$ cat src/hdl/erc_pkg.sv
// Constants, types and register map of the external regulator control block
package erc_pkg;

    // ****************************************
    // Register map (byte addresses)
    // ****************************************
    localparam int unsigned ADDR_W = 4;
    localparam logic [3:0] OFF_CTRL = 4'h0;
    localparam logic [3:0] OFF_STAT = 4'h4;
    localparam logic [3:0] OFF_IRQ = 4'h8;
    localparam logic [3:0] OFF_MASK = 4'hc;

    // ****************************************
    // Control register fields
    // ****************************************
    localparam int unsigned CTRL_W = 5;
    localparam int unsigned CTRL_EN = 0;
    localparam int unsigned CTRL_LS = 1;
    localparam int unsigned CTRL_STP = 2;
    localparam int unsigned CTRL_VSEL = 3;
    localparam int unsigned CTRL_KEEP = 4;
    localparam logic [4:0] CTRL_RST = 5'h00;

    // ****************************************
    // Status register fields
    // ****************************************
    localparam int unsigned STAT_CFG = 0;
    localparam int unsigned STAT_ON = 2;
    localparam int unsigned STAT_FLG = 3;
    localparam int unsigned STAT_ILIM = 6;

    // ****************************************
    // Event bits, shared by flags, irq status and mask
    // ****************************************
    localparam int unsigned EV_W = 3;
    localparam int unsigned EV_ERR = 0;
    localparam int unsigned EV_OC = 1;
    localparam int unsigned EV_UV = 2;
    localparam logic [2:0] EV_RST = 3'h0;

    // Configuration lock, Gray coded along both paths out of none
    typedef enum logic [1:0] {
        CFG_NONE = 2'h0,
        CFG_ALONE = 2'h1,
        CFG_SHARE = 2'h2
    } erc_cfg_t;

    typedef enum logic [2:0] {
        MODE_INIT = 3'h0,
        MODE_NORMAL = 3'h1,
        MODE_STOP = 3'h2,
        MODE_SLEEP = 3'h3,
        MODE_RESTART = 3'h4,
        MODE_FAILSAFE = 3'h5
    } erc_mode_t;

    typedef struct packed {
        logic shunt_lim;
        logic ext_uv;
        logic supply_uv;
    } erc_sense_t;

    typedef struct packed {
        logic reg_on;
        logic cur_limit;
        logic sel_3v3;
    } erc_drive_t;

endpackage

$ cat src/hdl/erc_cfg_lock.sv
// One-time configuration lock of the external regulator
module erc_cfg_lock
(
    input wire logic clk_i,
    input wire logic reset_n_i,
    input wire logic ce_i,
    input wire logic wr_i,
    input wire logic en_i,
    input wire logic ls_i,
    output erc_pkg::erc_cfg_t cfg_o,
    output logic err_o
);
    erc_pkg::erc_cfg_t cfg_reg;
    erc_pkg::erc_cfg_t cfg_next;

    // Only power-on reset touches this state; soft reset is not wired in
    always_ff @(posedge clk_i or negedge reset_n_i)
    begin
        if (!reset_n_i)
            cfg_reg <= erc_pkg::CFG_NONE;
        else if (ce_i)
            cfg_reg <= cfg_next; // see [RULE18]
    end

    always_comb
    begin
        cfg_next = cfg_reg;
        err_o = 1'b0;
        case (cfg_reg)
            erc_pkg::CFG_NONE:
            begin
                if (wr_i && ls_i)
                    cfg_next = erc_pkg::CFG_SHARE; // see [RULE6]
                else if (wr_i && en_i)
                    cfg_next = erc_pkg::CFG_ALONE; // see [RULE1]
            end
            // Change attempts are silently dropped here
            erc_pkg::CFG_ALONE: cfg_next = erc_pkg::CFG_ALONE; // see [RULE2]
            erc_pkg::CFG_SHARE:
                err_o = ce_i && wr_i && (!ls_i || en_i); // see [RULE7]
            default: cfg_next = erc_pkg::CFG_NONE;
        endcase
    end

    assign cfg_o = cfg_reg;
endmodule

$ cat src/hdl/erc_sticky.sv
// Vector of sticky flags, set wins over clear, clear may be held off
module erc_sticky
#(
    parameter int unsigned W = 3
)
(
    input wire logic clk_i,
    input wire logic reset_n_i,
    input wire logic ce_i,
    input wire logic soft_i,
    input wire logic [W-1:0] set_i,
    input wire logic [W-1:0] clr_i,
    input wire logic [W-1:0] hold_i,
    output logic [W-1:0] q_o
);
    logic [W-1:0] q_reg;

    always_ff @(posedge clk_i or negedge reset_n_i)
    begin
        if (!reset_n_i)
            q_reg <= '0;
        else if (ce_i && soft_i)
            q_reg <= set_i;
        else if (ce_i)
            q_reg <= set_i | (q_reg & ~(clr_i & ~hold_i));
    end

    assign q_o = q_reg;
endmodule

$ cat src/hdl/erc_top.sv
// External regulator control: config lock, mode gating, flags, Wishbone slave
//
// Notes on behaviour
// [RULE1] Enable with select clear locks stand-alone
// [RULE2] Stand-alone change attempts ignored, no error
// [RULE3] Stand-alone shunt threshold limits, sets overcurrent
// [RULE4] Overcurrent clear only after condition gone
// [RULE5] Stand-alone undervoltage sets undervoltage flag
// [RULE6] First select locks sharing, enable ignored
// [RULE7] Sharing change attempts set command error
// [RULE8] Sharing off in stop unless share-in-stop
// [RULE9] Sharing resumes on return to normal
// [RULE10] Share-in-stop keeps sharing on in stop
// [RULE11] No undervoltage reporting while sharing
// [RULE12] Sharing switches off in fail-safe mode
// [RULE13] No overcurrent flag while sharing
// [RULE14] Software sets matching output voltage
// [RULE15] Software leaves unused regulator disabled
// [RULE16] Voltage select acts only in stand-alone
// [RULE17] Off below supply undervoltage unless keep-on
// [RULE18] Lock survives soft reset, cleared at power-up
module erc_top
(
    input wire logic ref_clk_i,
    input wire logic reset_n_i,
    input wire logic ce_i,
    input wire logic soft_reset_i,
    input erc_pkg::erc_mode_t mode_i,
    input erc_pkg::erc_sense_t sense_i,
    output erc_pkg::erc_drive_t drive_o,
    input wire logic wb_cyc_i,
    input wire logic wb_stb_i,
    input wire logic wb_we_i,
    input wire logic [erc_pkg::ADDR_W-1:0] wb_adr_i,
    input wire logic [3:0] wb_sel_i,
    input wire logic [31:0] wb_dat_i,
    output logic [31:0] wb_dat_o,
    output logic wb_ack_o,
    output logic irq_o
);

    // ****************************************
    // Declarations
    // ****************************************
    logic ack_reg;
    logic [31:0] rdat_reg;
    logic [31:0] rdat_next;
    logic [erc_pkg::CTRL_W-1:0] ctrl_reg;
    logic [erc_pkg::EV_W-1:0] mask_reg;
    logic acc;
    logic wr_ctrl;
    logic wr_stat;
    logic wr_mask;
    logic rd_irq;
    erc_pkg::erc_cfg_t cfg;
    logic cmd_err;
    logic [erc_pkg::EV_W-1:0] flag_set;
    logic [erc_pkg::EV_W-1:0] flag_clr;
    logic [erc_pkg::EV_W-1:0] flag_hold;
    logic [erc_pkg::EV_W-1:0] flags;
    logic [erc_pkg::EV_W-1:0] irq_ev;
    logic [erc_pkg::EV_W-1:0] irq_clr;
    logic [erc_pkg::EV_W-1:0] irq_stat;
    erc_pkg::erc_drive_t drive_reg;
    erc_pkg::erc_drive_t drive_next;
    logic en_bit;
    logic stp_bit;
    logic vsel_bit;
    logic keep_bit;
    logic mode_alive;
    logic share_mode_on;

    // ****************************************
    // Bus decode
    // ****************************************
    function automatic logic hit(input logic [erc_pkg::ADDR_W-1:0] adr,
                                 input logic [3:0] off);
        hit = (adr == off);
    endfunction

    // A request is taken once; ack in the next cycle then drops
    assign acc = wb_cyc_i && wb_stb_i && !ack_reg;
    assign wr_ctrl = acc && wb_we_i && wb_sel_i[0] && hit(wb_adr_i, erc_pkg::OFF_CTRL);
    assign wr_stat = acc && wb_we_i && wb_sel_i[0] && hit(wb_adr_i, erc_pkg::OFF_STAT);
    assign wr_mask = acc && wb_we_i && wb_sel_i[0] && hit(wb_adr_i, erc_pkg::OFF_MASK);
    assign rd_irq = acc && !wb_we_i && hit(wb_adr_i, erc_pkg::OFF_IRQ);

    always_ff @(posedge ref_clk_i or negedge reset_n_i)
    begin
        if (!reset_n_i)
            ack_reg <= 1'b0;
        else if (ce_i)
            ack_reg <= acc;
    end

    assign wb_ack_o = ack_reg;

    // ****************************************
    // Control and mask registers
    // ****************************************
    always_ff @(posedge ref_clk_i or negedge reset_n_i)
    begin
        if (!reset_n_i)
            ctrl_reg <= erc_pkg::CTRL_RST;
        else if (ce_i && soft_reset_i)
            ctrl_reg <= erc_pkg::CTRL_RST;
        else if (ce_i && wr_ctrl)
            ctrl_reg <= wb_dat_i[erc_pkg::CTRL_W-1:0];
    end

    always_ff @(posedge ref_clk_i or negedge reset_n_i)
    begin
        if (!reset_n_i)
            mask_reg <= erc_pkg::EV_RST;
        else if (ce_i && soft_reset_i)
            mask_reg <= erc_pkg::EV_RST;
        else if (ce_i && wr_mask)
            mask_reg <= wb_dat_i[erc_pkg::EV_W-1:0];
    end

    assign en_bit = ctrl_reg[erc_pkg::CTRL_EN];
    assign stp_bit = ctrl_reg[erc_pkg::CTRL_STP];
    assign vsel_bit = ctrl_reg[erc_pkg::CTRL_VSEL];
    assign keep_bit = ctrl_reg[erc_pkg::CTRL_KEEP];

    // ****************************************
    // Configuration lock
    // ****************************************
    erc_cfg_lock u_lock
    (
        .clk_i(ref_clk_i),
        .reset_n_i(reset_n_i),
        .ce_i(ce_i),
        .wr_i(wr_ctrl),
        .en_i(wb_dat_i[erc_pkg::CTRL_EN]),
        .ls_i(wb_dat_i[erc_pkg::CTRL_LS]),
        .cfg_o(cfg),
        .err_o(cmd_err)
    );

    // ****************************************
    // Regulator drive
    // ****************************************
    // Stand-alone keeps its state in every mode except init and fail-safe
    assign mode_alive = (mode_i != erc_pkg::MODE_INIT) && (mode_i != erc_pkg::MODE_FAILSAFE);

    // Select bit is not consulted, so returning to normal re-enables by itself
    assign share_mode_on = (mode_i == erc_pkg::MODE_NORMAL) || // see [RULE9]
                           ((mode_i == erc_pkg::MODE_STOP) && stp_bit); // see [RULE8] [RULE10]

    always_comb
    begin
        drive_next = '0;
        case (cfg)
            erc_pkg::CFG_ALONE:
            begin
                drive_next.reg_on = en_bit && mode_alive;
                drive_next.cur_limit = sense_i.shunt_lim; // see [RULE3]
                drive_next.sel_3v3 = vsel_bit; // see [RULE16]
            end
            // Enable bit and voltage select play no part here
            erc_pkg::CFG_SHARE: drive_next.reg_on = share_mode_on; // see [RULE6] [RULE12]
            erc_pkg::CFG_NONE: drive_next = '0;
            default: drive_next = '0;
        endcase
        if (sense_i.supply_uv && !keep_bit)
            drive_next.reg_on = 1'b0; // see [RULE17]
    end

    always_ff @(posedge ref_clk_i or negedge reset_n_i)
    begin
        if (!reset_n_i)
            drive_reg <= '0;
        else if (ce_i)
            drive_reg <= drive_next;
    end

    assign drive_o = drive_reg;

    // ****************************************
    // Status flags
    // ****************************************
    always_comb
    begin
        flag_set = '0;
        flag_set[erc_pkg::EV_ERR] = cmd_err;
        flag_set[erc_pkg::EV_OC] = (cfg == erc_pkg::CFG_ALONE) && // see [RULE3] [RULE13]
                                   sense_i.shunt_lim;
        flag_set[erc_pkg::EV_UV] = (cfg == erc_pkg::CFG_ALONE) && // see [RULE5] [RULE11]
                                   drive_reg.reg_on && sense_i.ext_uv;
        flag_clr = wr_stat ? wb_dat_i[erc_pkg::STAT_FLG +: erc_pkg::EV_W] : '0;
        flag_hold = '0;
        // A clear is refused while the shunt is still at threshold
        flag_hold[erc_pkg::EV_OC] = sense_i.shunt_lim; // see [RULE4]
    end

    erc_sticky #(.W(erc_pkg::EV_W)) u_flags
    (
        .clk_i(ref_clk_i),
        .reset_n_i(reset_n_i),
        .ce_i(ce_i),
        .soft_i(soft_reset_i),
        .set_i(flag_set),
        .clr_i(flag_clr),
        .hold_i(flag_hold),
        .q_o(flags)
    );

    // ****************************************
    // Interrupt status, cleared by reading it
    // ****************************************
    assign irq_ev = flag_set & ~flags;
    assign irq_clr = rd_irq ? {erc_pkg::EV_W{1'b1}} : '0;

    erc_sticky #(.W(erc_pkg::EV_W)) u_irq
    (
        .clk_i(ref_clk_i),
        .reset_n_i(reset_n_i),
        .ce_i(ce_i),
        .soft_i(soft_reset_i),
        .set_i(irq_ev),
        .clr_i(irq_clr),
        .hold_i('0),
        .q_o(irq_stat)
    );

    assign irq_o = |(irq_stat & mask_reg);

    // ****************************************
    // Read data
    // ****************************************
    always_comb
    begin
        rdat_next = '0;
        if (hit(wb_adr_i, erc_pkg::OFF_CTRL))
        begin
            rdat_next[erc_pkg::CTRL_W-1:0] = ctrl_reg;
            rdat_next[erc_pkg::CTRL_LS] = (cfg == erc_pkg::CFG_SHARE);
        end
        else if (hit(wb_adr_i, erc_pkg::OFF_STAT))
        begin
            rdat_next[erc_pkg::STAT_CFG +: 2] = cfg;
            rdat_next[erc_pkg::STAT_ON] = drive_reg.reg_on;
            rdat_next[erc_pkg::STAT_FLG +: erc_pkg::EV_W] = flags;
            rdat_next[erc_pkg::STAT_ILIM] = drive_reg.cur_limit;
        end
        else if (hit(wb_adr_i, erc_pkg::OFF_IRQ))
            rdat_next[erc_pkg::EV_W-1:0] = irq_stat;
        else if (hit(wb_adr_i, erc_pkg::OFF_MASK))
            rdat_next[erc_pkg::EV_W-1:0] = mask_reg;
    end

    always_ff @(posedge ref_clk_i or negedge reset_n_i)
    begin
        if (!reset_n_i)
            rdat_reg <= '0;
        else if (ce_i && acc && !wb_we_i)
            rdat_reg <= rdat_next;
    end

    assign wb_dat_o = rdat_reg;
endmodule

$ cat config.mk
export PLATFORM = sky130hd
export DESIGN_NAME = erc_top
export DESIGN_NICKNAME = d
export VERILOG_FILES = /design/src/hdl/erc_pkg.sv /design/src/hdl/erc_cfg_lock.sv /design/src/hdl/erc_sticky.sv /design/src/hdl/erc_top.sv
export SDC_FILE = /design/constraint.sdc
export NUM_CORES = 1
export LEC_CHECK = 0
export ABC_AREA = 1
export BUFFER_PORTS_ARGS = -buffer_cell sky130_fd_sc_hd__buf_2
export CAP_MARGIN = 20
export CORE_MARGIN = 1.5
export CORE_UTILIZATION = 44
export CTS_CLUSTER_SIZE = 30
export DETAILED_ROUTE_END_ITERATION = 8
export PLACE_DENSITY = 0.8
export SLEW_MARGIN = 25
export SYNTH_ARGS = -nofsm -noshare
export SYNTH_HDL_FRONTEND = slang
export SYNTH_SLANG_ARGS = --single-unit
$ cat constraint.sdc
create_clock -name ref_clk_i -period 1.77 [get_ports ref_clk_i]
set_clock_uncertainty 0.1 [all_clocks]
set_input_delay 0.2655 -clock ref_clk_i [delete_from_list [all_inputs] [get_ports ref_clk_i]]
set_output_delay 0.2655 -clock ref_clk_i [all_outputs]
set_load 0.03 [all_outputs]
## After elaboration in Yosys (flattened, before gate mapping)

Index checks and enable logic that the tools add are counted.

| operators by class | value |
|---|---|
| eq/ne operators | 9 |
| mux-type cells | 23 |
| bitwise gates (word level) | 12 |
| reduce and logical (&&, ||, !) cells | 38 |

Operators by type and width:

| kind | count |
|---|---|
| 2-to-1 mux 3 bit | 11 |
| logical AND 1 bit | 24 |
| AND 3 bit | 5 |
| 2-to-1 mux 5 bit | 3 |
| NOT 3 bit | 3 |
| equality test 4 bit, second input constant | 2 |
| 2-to-1 mux 2 bit | 4 |
| bitwise OR 3 bit | 2 |
| case mux 2 bit (3 select lines) | 1 |
| nonzero test 2 bit | 3 |
| equality test 4 x 3 -> 1 bit, second input constant | 1 |
| zero test 1 bit | 4 |
| zero test 4 bit | 1 |
| 2-to-1 mux 4 bit | 1 |
| equality test 3 x 1 -> 1 bit, second input constant | 1 |
| equality test 3 x 2 -> 1 bit, second input constant | 1 |
| inequality test 3 x 1 -> 1 bit, second input constant | 1 |
| inequality test 3 bit, second input constant | 1 |
| NOT 2 -> 3 bit | 1 |
| AND reduction 3 bit | 1 |
| nonzero test 3 bit | 1 |
| OR reduction 3 bit | 1 |
| equality test 2 x 1 -> 1 bit, second input constant | 1 |
| equality test 2 bit, second input constant | 1 |
| 5 further kinds | 7 |

| storage, ports and cells | value |
|---|---|
| register bits | 27 |
| input port bits | 53 |
| output and inout bits | 37 |

## Depth between registers and ports, before layout

| depth | value |
|---|---|
| depth in word-level cells | 12 |
| depth in mapped cells | 8 |
| mapped depth without buffers | 8 |

## Modules after synthesis

Synthesis repeated with hierarchy kept, for this count alone.

| unflattened totals | value |
|---|---|
| cell total of the unflattened synthesis | 266 |
| area, all modules | 1,841.8 µm² |

Modules (own cells, without submodules):

| module | instances | cells an instance | area each (µm²) | seq. area each (µm²) |
|---|---|---|---|---|
| erc_top | 1 | 192 | 1,348.8 | 450.4 |
| erc_sticky | 2 | 25 | 172.7 | 75.1 |
| erc_cfg_lock | 1 | 24 | 147.6 | 50.0 |

## Worst setup path after synthesis

No wires, ideal clock.

| timing | value |
|---|---|
| path type | reg2reg |
| start | reg ack_reg, in the netlist wb_ack_o |
| end | reg u_irq.q_reg[1], in the netlist u_irq.q_o[1] |
| setup time | 0.122 ns |
| arrival time | 1.233 ns |
| required time | 1.548 ns |
| slack | 0.315 ns |
| stages on the path, launching flop included | 9 |
| path through | dfrtp_1 inv_1 nand3_2 nor2_4 nand2_2 inv_2 nand2_1 nand3_1 o21ai_1 |

| between the ends | value |
|---|---|
| word-level cells in the longest chain between the ends | 10 |

RTL lines:

| item | RTL line | source |
|---|---|---|
| start: declaration | erc_top.sv:45 | `logic ack_reg;` |
| start signal: assignment | erc_top.sv:91 | `ack_reg <= 1'b0;` |
| start signal: assignment | erc_top.sv:93 | `ack_reg <= acc;` |
| zero test 1 bit | erc_top.sv:82 | `assign acc = wb_cyc_i && wb_stb_i && !ack_reg;` |
| logical AND 1 bit | erc_top.sv:82 |  |
| logical AND 1 bit (2 in series) | erc_top.sv:86 | `assign rd_irq = acc && !wb_we_i && hit(wb_adr_i, erc_pkg::OFF_IRQ);` |
| 2-to-1 mux 3 bit | erc_top.sv:213 | `assign irq_clr = rd_irq ? {erc_pkg::EV_W{1'b1}} : '0;` |
| NOT 3 bit | erc_sticky.sv:25 | `q_reg <= set_i \| (q_reg & ~(clr_i & ~hold_i));` |
| AND 3 bit | erc_sticky.sv:25 |  |
| bitwise OR 3 bit | erc_sticky.sv:25 |  |
| 2-to-1 mux 3 bit | erc_sticky.sv:24 | `else if (ce_i)` |
| 2-to-1 mux 3 bit | erc_sticky.sv:22 | `else if (ce_i && soft_i)` |
| end signal: assignment | erc_sticky.sv:23 | `q_reg <= set_i;` |
| end signal: assignment | erc_sticky.sv:25 |  |
| end: declaration | erc_sticky.sv:16 | `logic [W-1:0] q_reg;` |

No other way between the ends. The select of a mux whose other input is x is not followed.
A chain may end at the register's enable or synchronous reset.

## Worst setup path after layout

| timing | value |
|---|---|
| start | reg ack_reg, in the netlist wb_ack_o |
| end | reg u_lock.cfg_reg[0], in the netlist u_lock.cfg_o[0] |

| between the ends | value |
|---|---|
| word-level cells in the longest chain between the ends | 8 |
| elaborated cells between the ends (all ways) | 11 |

RTL lines:

| item | RTL line | source |
|---|---|---|
| zero test 1 bit (*) | erc_top.sv:82 |  |
| logical AND 1 bit (*) | erc_top.sv:82 |  |
| logical AND 1 bit (*) (3 in series) | erc_top.sv:83 | `assign wr_ctrl = acc && wb_we_i && wb_sel_i[0] && hit(wb_adr_i, erc_pkg::OFF_CTRL);` |
| logical AND 1 bit (on tied branches) | erc_cfg_lock.sv:34, erc_cfg_lock.sv:32 |  |
| inequality test 3 x 1 -> 1 bit (no line) or 2-to-1 mux 2 bit (tied branches) | -- |  |
| AND reduction 3 bit (no line) or case mux 2 bit (3 select lines) (tied branches) | -- |  |
| end signal: assignment | erc_cfg_lock.sv:20 | `cfg_reg <= erc_pkg::CFG_NONE;` |
| end signal: assignment | erc_cfg_lock.sv:22 | `cfg_reg <= cfg_next;` |
| end: declaration | erc_cfg_lock.sv:13 | `erc_pkg::erc_cfg_t cfg_reg;` |

Mark *: on every way between the ends. The rest lies on a longest branch, timed or not.

==> impl_results.md <==
* Logic pwr share at 27.8%
* R2R setup slack at 0.26 ns
* Worst EP arrival at 1.63 ns
* Sw Ratio at 35.1%
* Synth warnings at 0
* RR Startpoint: wb_ack_o
* Max-cap viol count at 0
* Critical Path End Type: register
* Vias at 1417
* Clock Path Buffers at 2
* Clock Latency Late Sink at 0.32 ns
* DR iter-0 viols at 46
* RSZ-0062 raised after global routing: false
* Vias in the first global route at 1316
* Largest net degree at the start of global routing at 27
* CTS Sinks at 26
* Required @ worst endpoint at 1.90 ns
* Share of post-route cells with drive strength above 1 at 22.4%
* Num rows at 21
* Hold depth at 3
* DRT Wirelength at 3460 um
* Final number of setup-violating endpoints at 0
* Avg Cell Area, Syn at 7.79 um2
* FMAX at 664 MHz
* Peak supply drop at 0.445 mV
* WL/cell at 11.8 um
* Clk pwr share at 26.3%
* Register area share after synthesis at 40.3%
* Mapped Cells at 207
* Number of antenna diodes at 0
* Yosys reg bits at 26
* Filler cell count at 360
* Congestion Overflow GR at 0
* Status: finished clean
* Initial Utilization at 47.2%
* Initial antenna violation count at 0
* FF-to-FF path depth at 8
* CTS tree: yes
* Chip Width at 63.5 um
* Die area at 4040 um2
* Final period utilization at 85.0%
* Worst min-delay path class: in2reg
* First-pass DRT Iterations at 4
* Setup crit start kind: register
* Least-Margin Pin Slew at 0.588 ns
* Post-Synthesis Cell Area at 1610 um2
* Setup TNS at 0 ns
* Type of the worst setup path: reg2reg
* Max reg flops at 7
* Leakage at 0.988 nW
* Internal power at 1.01 mW
* Remaining antenna violation count after routing at 0
* DRC viols at 0
* Routability cong. at 0.914
* Cell Pwr Density at 861 nW/um2
* Post-layout nets at 303
* Crit-path max FO at 4
* Switch Pwr at 0.547 mW
* IO buf count at 35
* Clock Pin Slew Worst Setup and Hold Paths at 0.15 ns
* Reg2reg end: u_lock.cfg_o[0]
* Slew Limit Fails at 0
* First-pass GRT wire length at 5910 um
* CORE AREA at 3420 um2
* GRT Total Usage at 18.5%
* Area Overhead vs Synth at 12.4%
* Fin. Hold Viols at 0
* Vias per cell at 4.85
* CTS buffer count at 3
* Die H at 63.5 um
* CTS HTree Levels at 1
* WHS at 0.108 ns
* Worst Hold End: ctrl_reg[3]
* I/O pin cnt at 90
* Final min period at 1.51 ns
* Sequential share of power at 45.9%
* Slew HR at 60.8%
* Hold_sp: wb_dat_i[3]
* Yosys cell types at 26
* CTS root buffer: clkbuf_4
* Placed wire-length estimate at 2780 um
-- per-stage QoR --
step / setup slack, ns / utilization (%) / std cells / area, um2 / total power, mW
after global routing: 0.125 / 53.1 / 292 / 1810 / 1.66
after floorplan: 0.315 / - / 231 / 1700 / 1.07
after CTS: 0.286 / 53.1 / 292 / 1810 / 1.57
final: 0.265 / 53.1 / 292 / 1810 / 1.56
after detailed placement: 0.274 / 51.2 / 287 / 1750 / 1.16
after global placement: 0.305 / 51.2 / 287 / 1750 / 1.14
-- cell families after synthesis --
logic type      synth area share [%]
fa+ha+maj                       2.33
other cells                    0.233
flops                           40.3
simple gates                    30.6
compound gates                  9.39
buf+inv                         17.1
-- cells in the final DEF, fill, tap and decap left out, types with 2 or more instances in the layout --
cell type / instances
conb_1: 25
buf_2: 35
a21oi_1: 7
nand3_1: 18
nand3b_1: 3
nor3_1: 4
nand2_1: 56
nand4_1: 2
inv_2: 2
nor2_4: 2
buf_4: 2
nand2_2: 4
dfrtp_1: 26
nor2_1: 9
inv_1: 18
clkbuf_4: 3
ha_1: 3
o21bai_1: 2
nor3_2: 2
o21ai_1: 2
o21ai_0: 13
-- synth_stat cells --
| library cell | number | area [um2] |
|---|---|---|
| o21bai_1 | 2 | 15.0 |
| ha_1 | 3 | 37.5 |
| nand4_1 | 2 | 12.5 |
| nand3_1 | 18 | 90.1 |
| a21oi_1 | 7 | 35.0 |
| nor3_4 | 1 | 16.3 |
| nor2_4 | 2 | 22.5 |
| nand3b_1 | 3 | 22.5 |
| o21ai_0 | 13 | 65.1 |
| nand3b_2 | 1 | 11.3 |
| nand2_2 | 4 | 25.0 |
| nor2_1 | 9 | 33.8 |
| nor3_2 | 2 | 20.0 |
| inv_1 | 18 | 67.6 |
| o21ai_1 | 2 | 10.0 |
| conb_1 | 1 | 3.75 |
| nand2_1 | 56 | 210 |
| nand3_2 | 1 | 10.0 |
| a21boi_2 | 1 | 11.3 |
| dfrtp_1 | 26 | 651 |
| o211ai_1 | 1 | 7.51 |
| inv_2 | 2 | 7.51 |
| nor3_1 | 4 | 20.0 |
| buf_4 | 26 | 195 |
| a211oi_1 | 1 | 7.51 |
| buf_2 | 1 | 5.00 |
-- critical path: stages, from the launching register on --
cell      delay [ns]
dfrtp_1         0.40
inv_1           0.09
nand3_2         0.11
nor2_1          0.27
o211ai_1        0.14
nand2_1         0.12
nand2_1         0.07
nand2_1         0.07
nand2_1         0.05
-- cell type report --
type | count | area (um2) | share of cell area, %
clock buffers | 3 | 22.5 | 1.24
clock inverters | 1 | 30.0 | 1.66
inverters | 20 | 75.1 | 4.14
multi-input cells | 158 | 777 | 42.9
flip-flops and latches | 26 | 651 | 35.9
well taps | 46 | 57.6 | 3.17
repair buffers | 38 | 200 | 11.0
-- routing by layer --
| metal | wire (um) | vias to the layer above | track usage, % |
|---|---|---|---|
| met5 | 0 | - | 0 |
| met4 | 37 | 0 | 5.43 |
| met3 | 247 | 4 | 2.50 |
| met2 | 1660 | 57 | 31.4 |
| met1 | 1520 | 652 | 24.3 |
| li1 | - | 704 | - |
-- power by group through the flow --
stage | clock network [mW] | registers (mW) | logic, mW
2_1_floorplan | 0 | 0.773 | 0.296
3_3_place_gp | 0 | 0.723 | 0.417
3_5_place_dp | 0 | 0.729 | 0.431
4_1_cts | 0.417 | 0.716 | 0.434
5_1_grt | 0.450 | 0.725 | 0.487
6_report | 0.410 | 0.717 | 0.433
-- worst max-delay path by stage --
stage / from / end / slack (ns)
2_1_floorplan: wb_ack_o / u_irq.q_o[1] / 0.32
3_3_place_gp: ce_i / u_irq.q_o[1] / 0.30
3_5_place_dp: wb_adr_i[0] / u_irq.q_o[2] / 0.27
4_1_cts: wb_ack_o / u_lock.cfg_o[0] / 0.29
5_1_grt: wb_ack_o / u_lock.cfg_o[0] / 0.12
6_report: wb_ack_o / u_lock.cfg_o[0] / 0.26
-- timing repair --
item | in CTS | in global routing
endpoints found under the hold margin | 26 | 0
hold buffers | 1 | 0
buffers inserted | 0 | 0
gates resized for setup | 0 | 0
endpoints found under the setup margin | 0 | 0
Note: power is estimated with default switching activity, not from simulation.
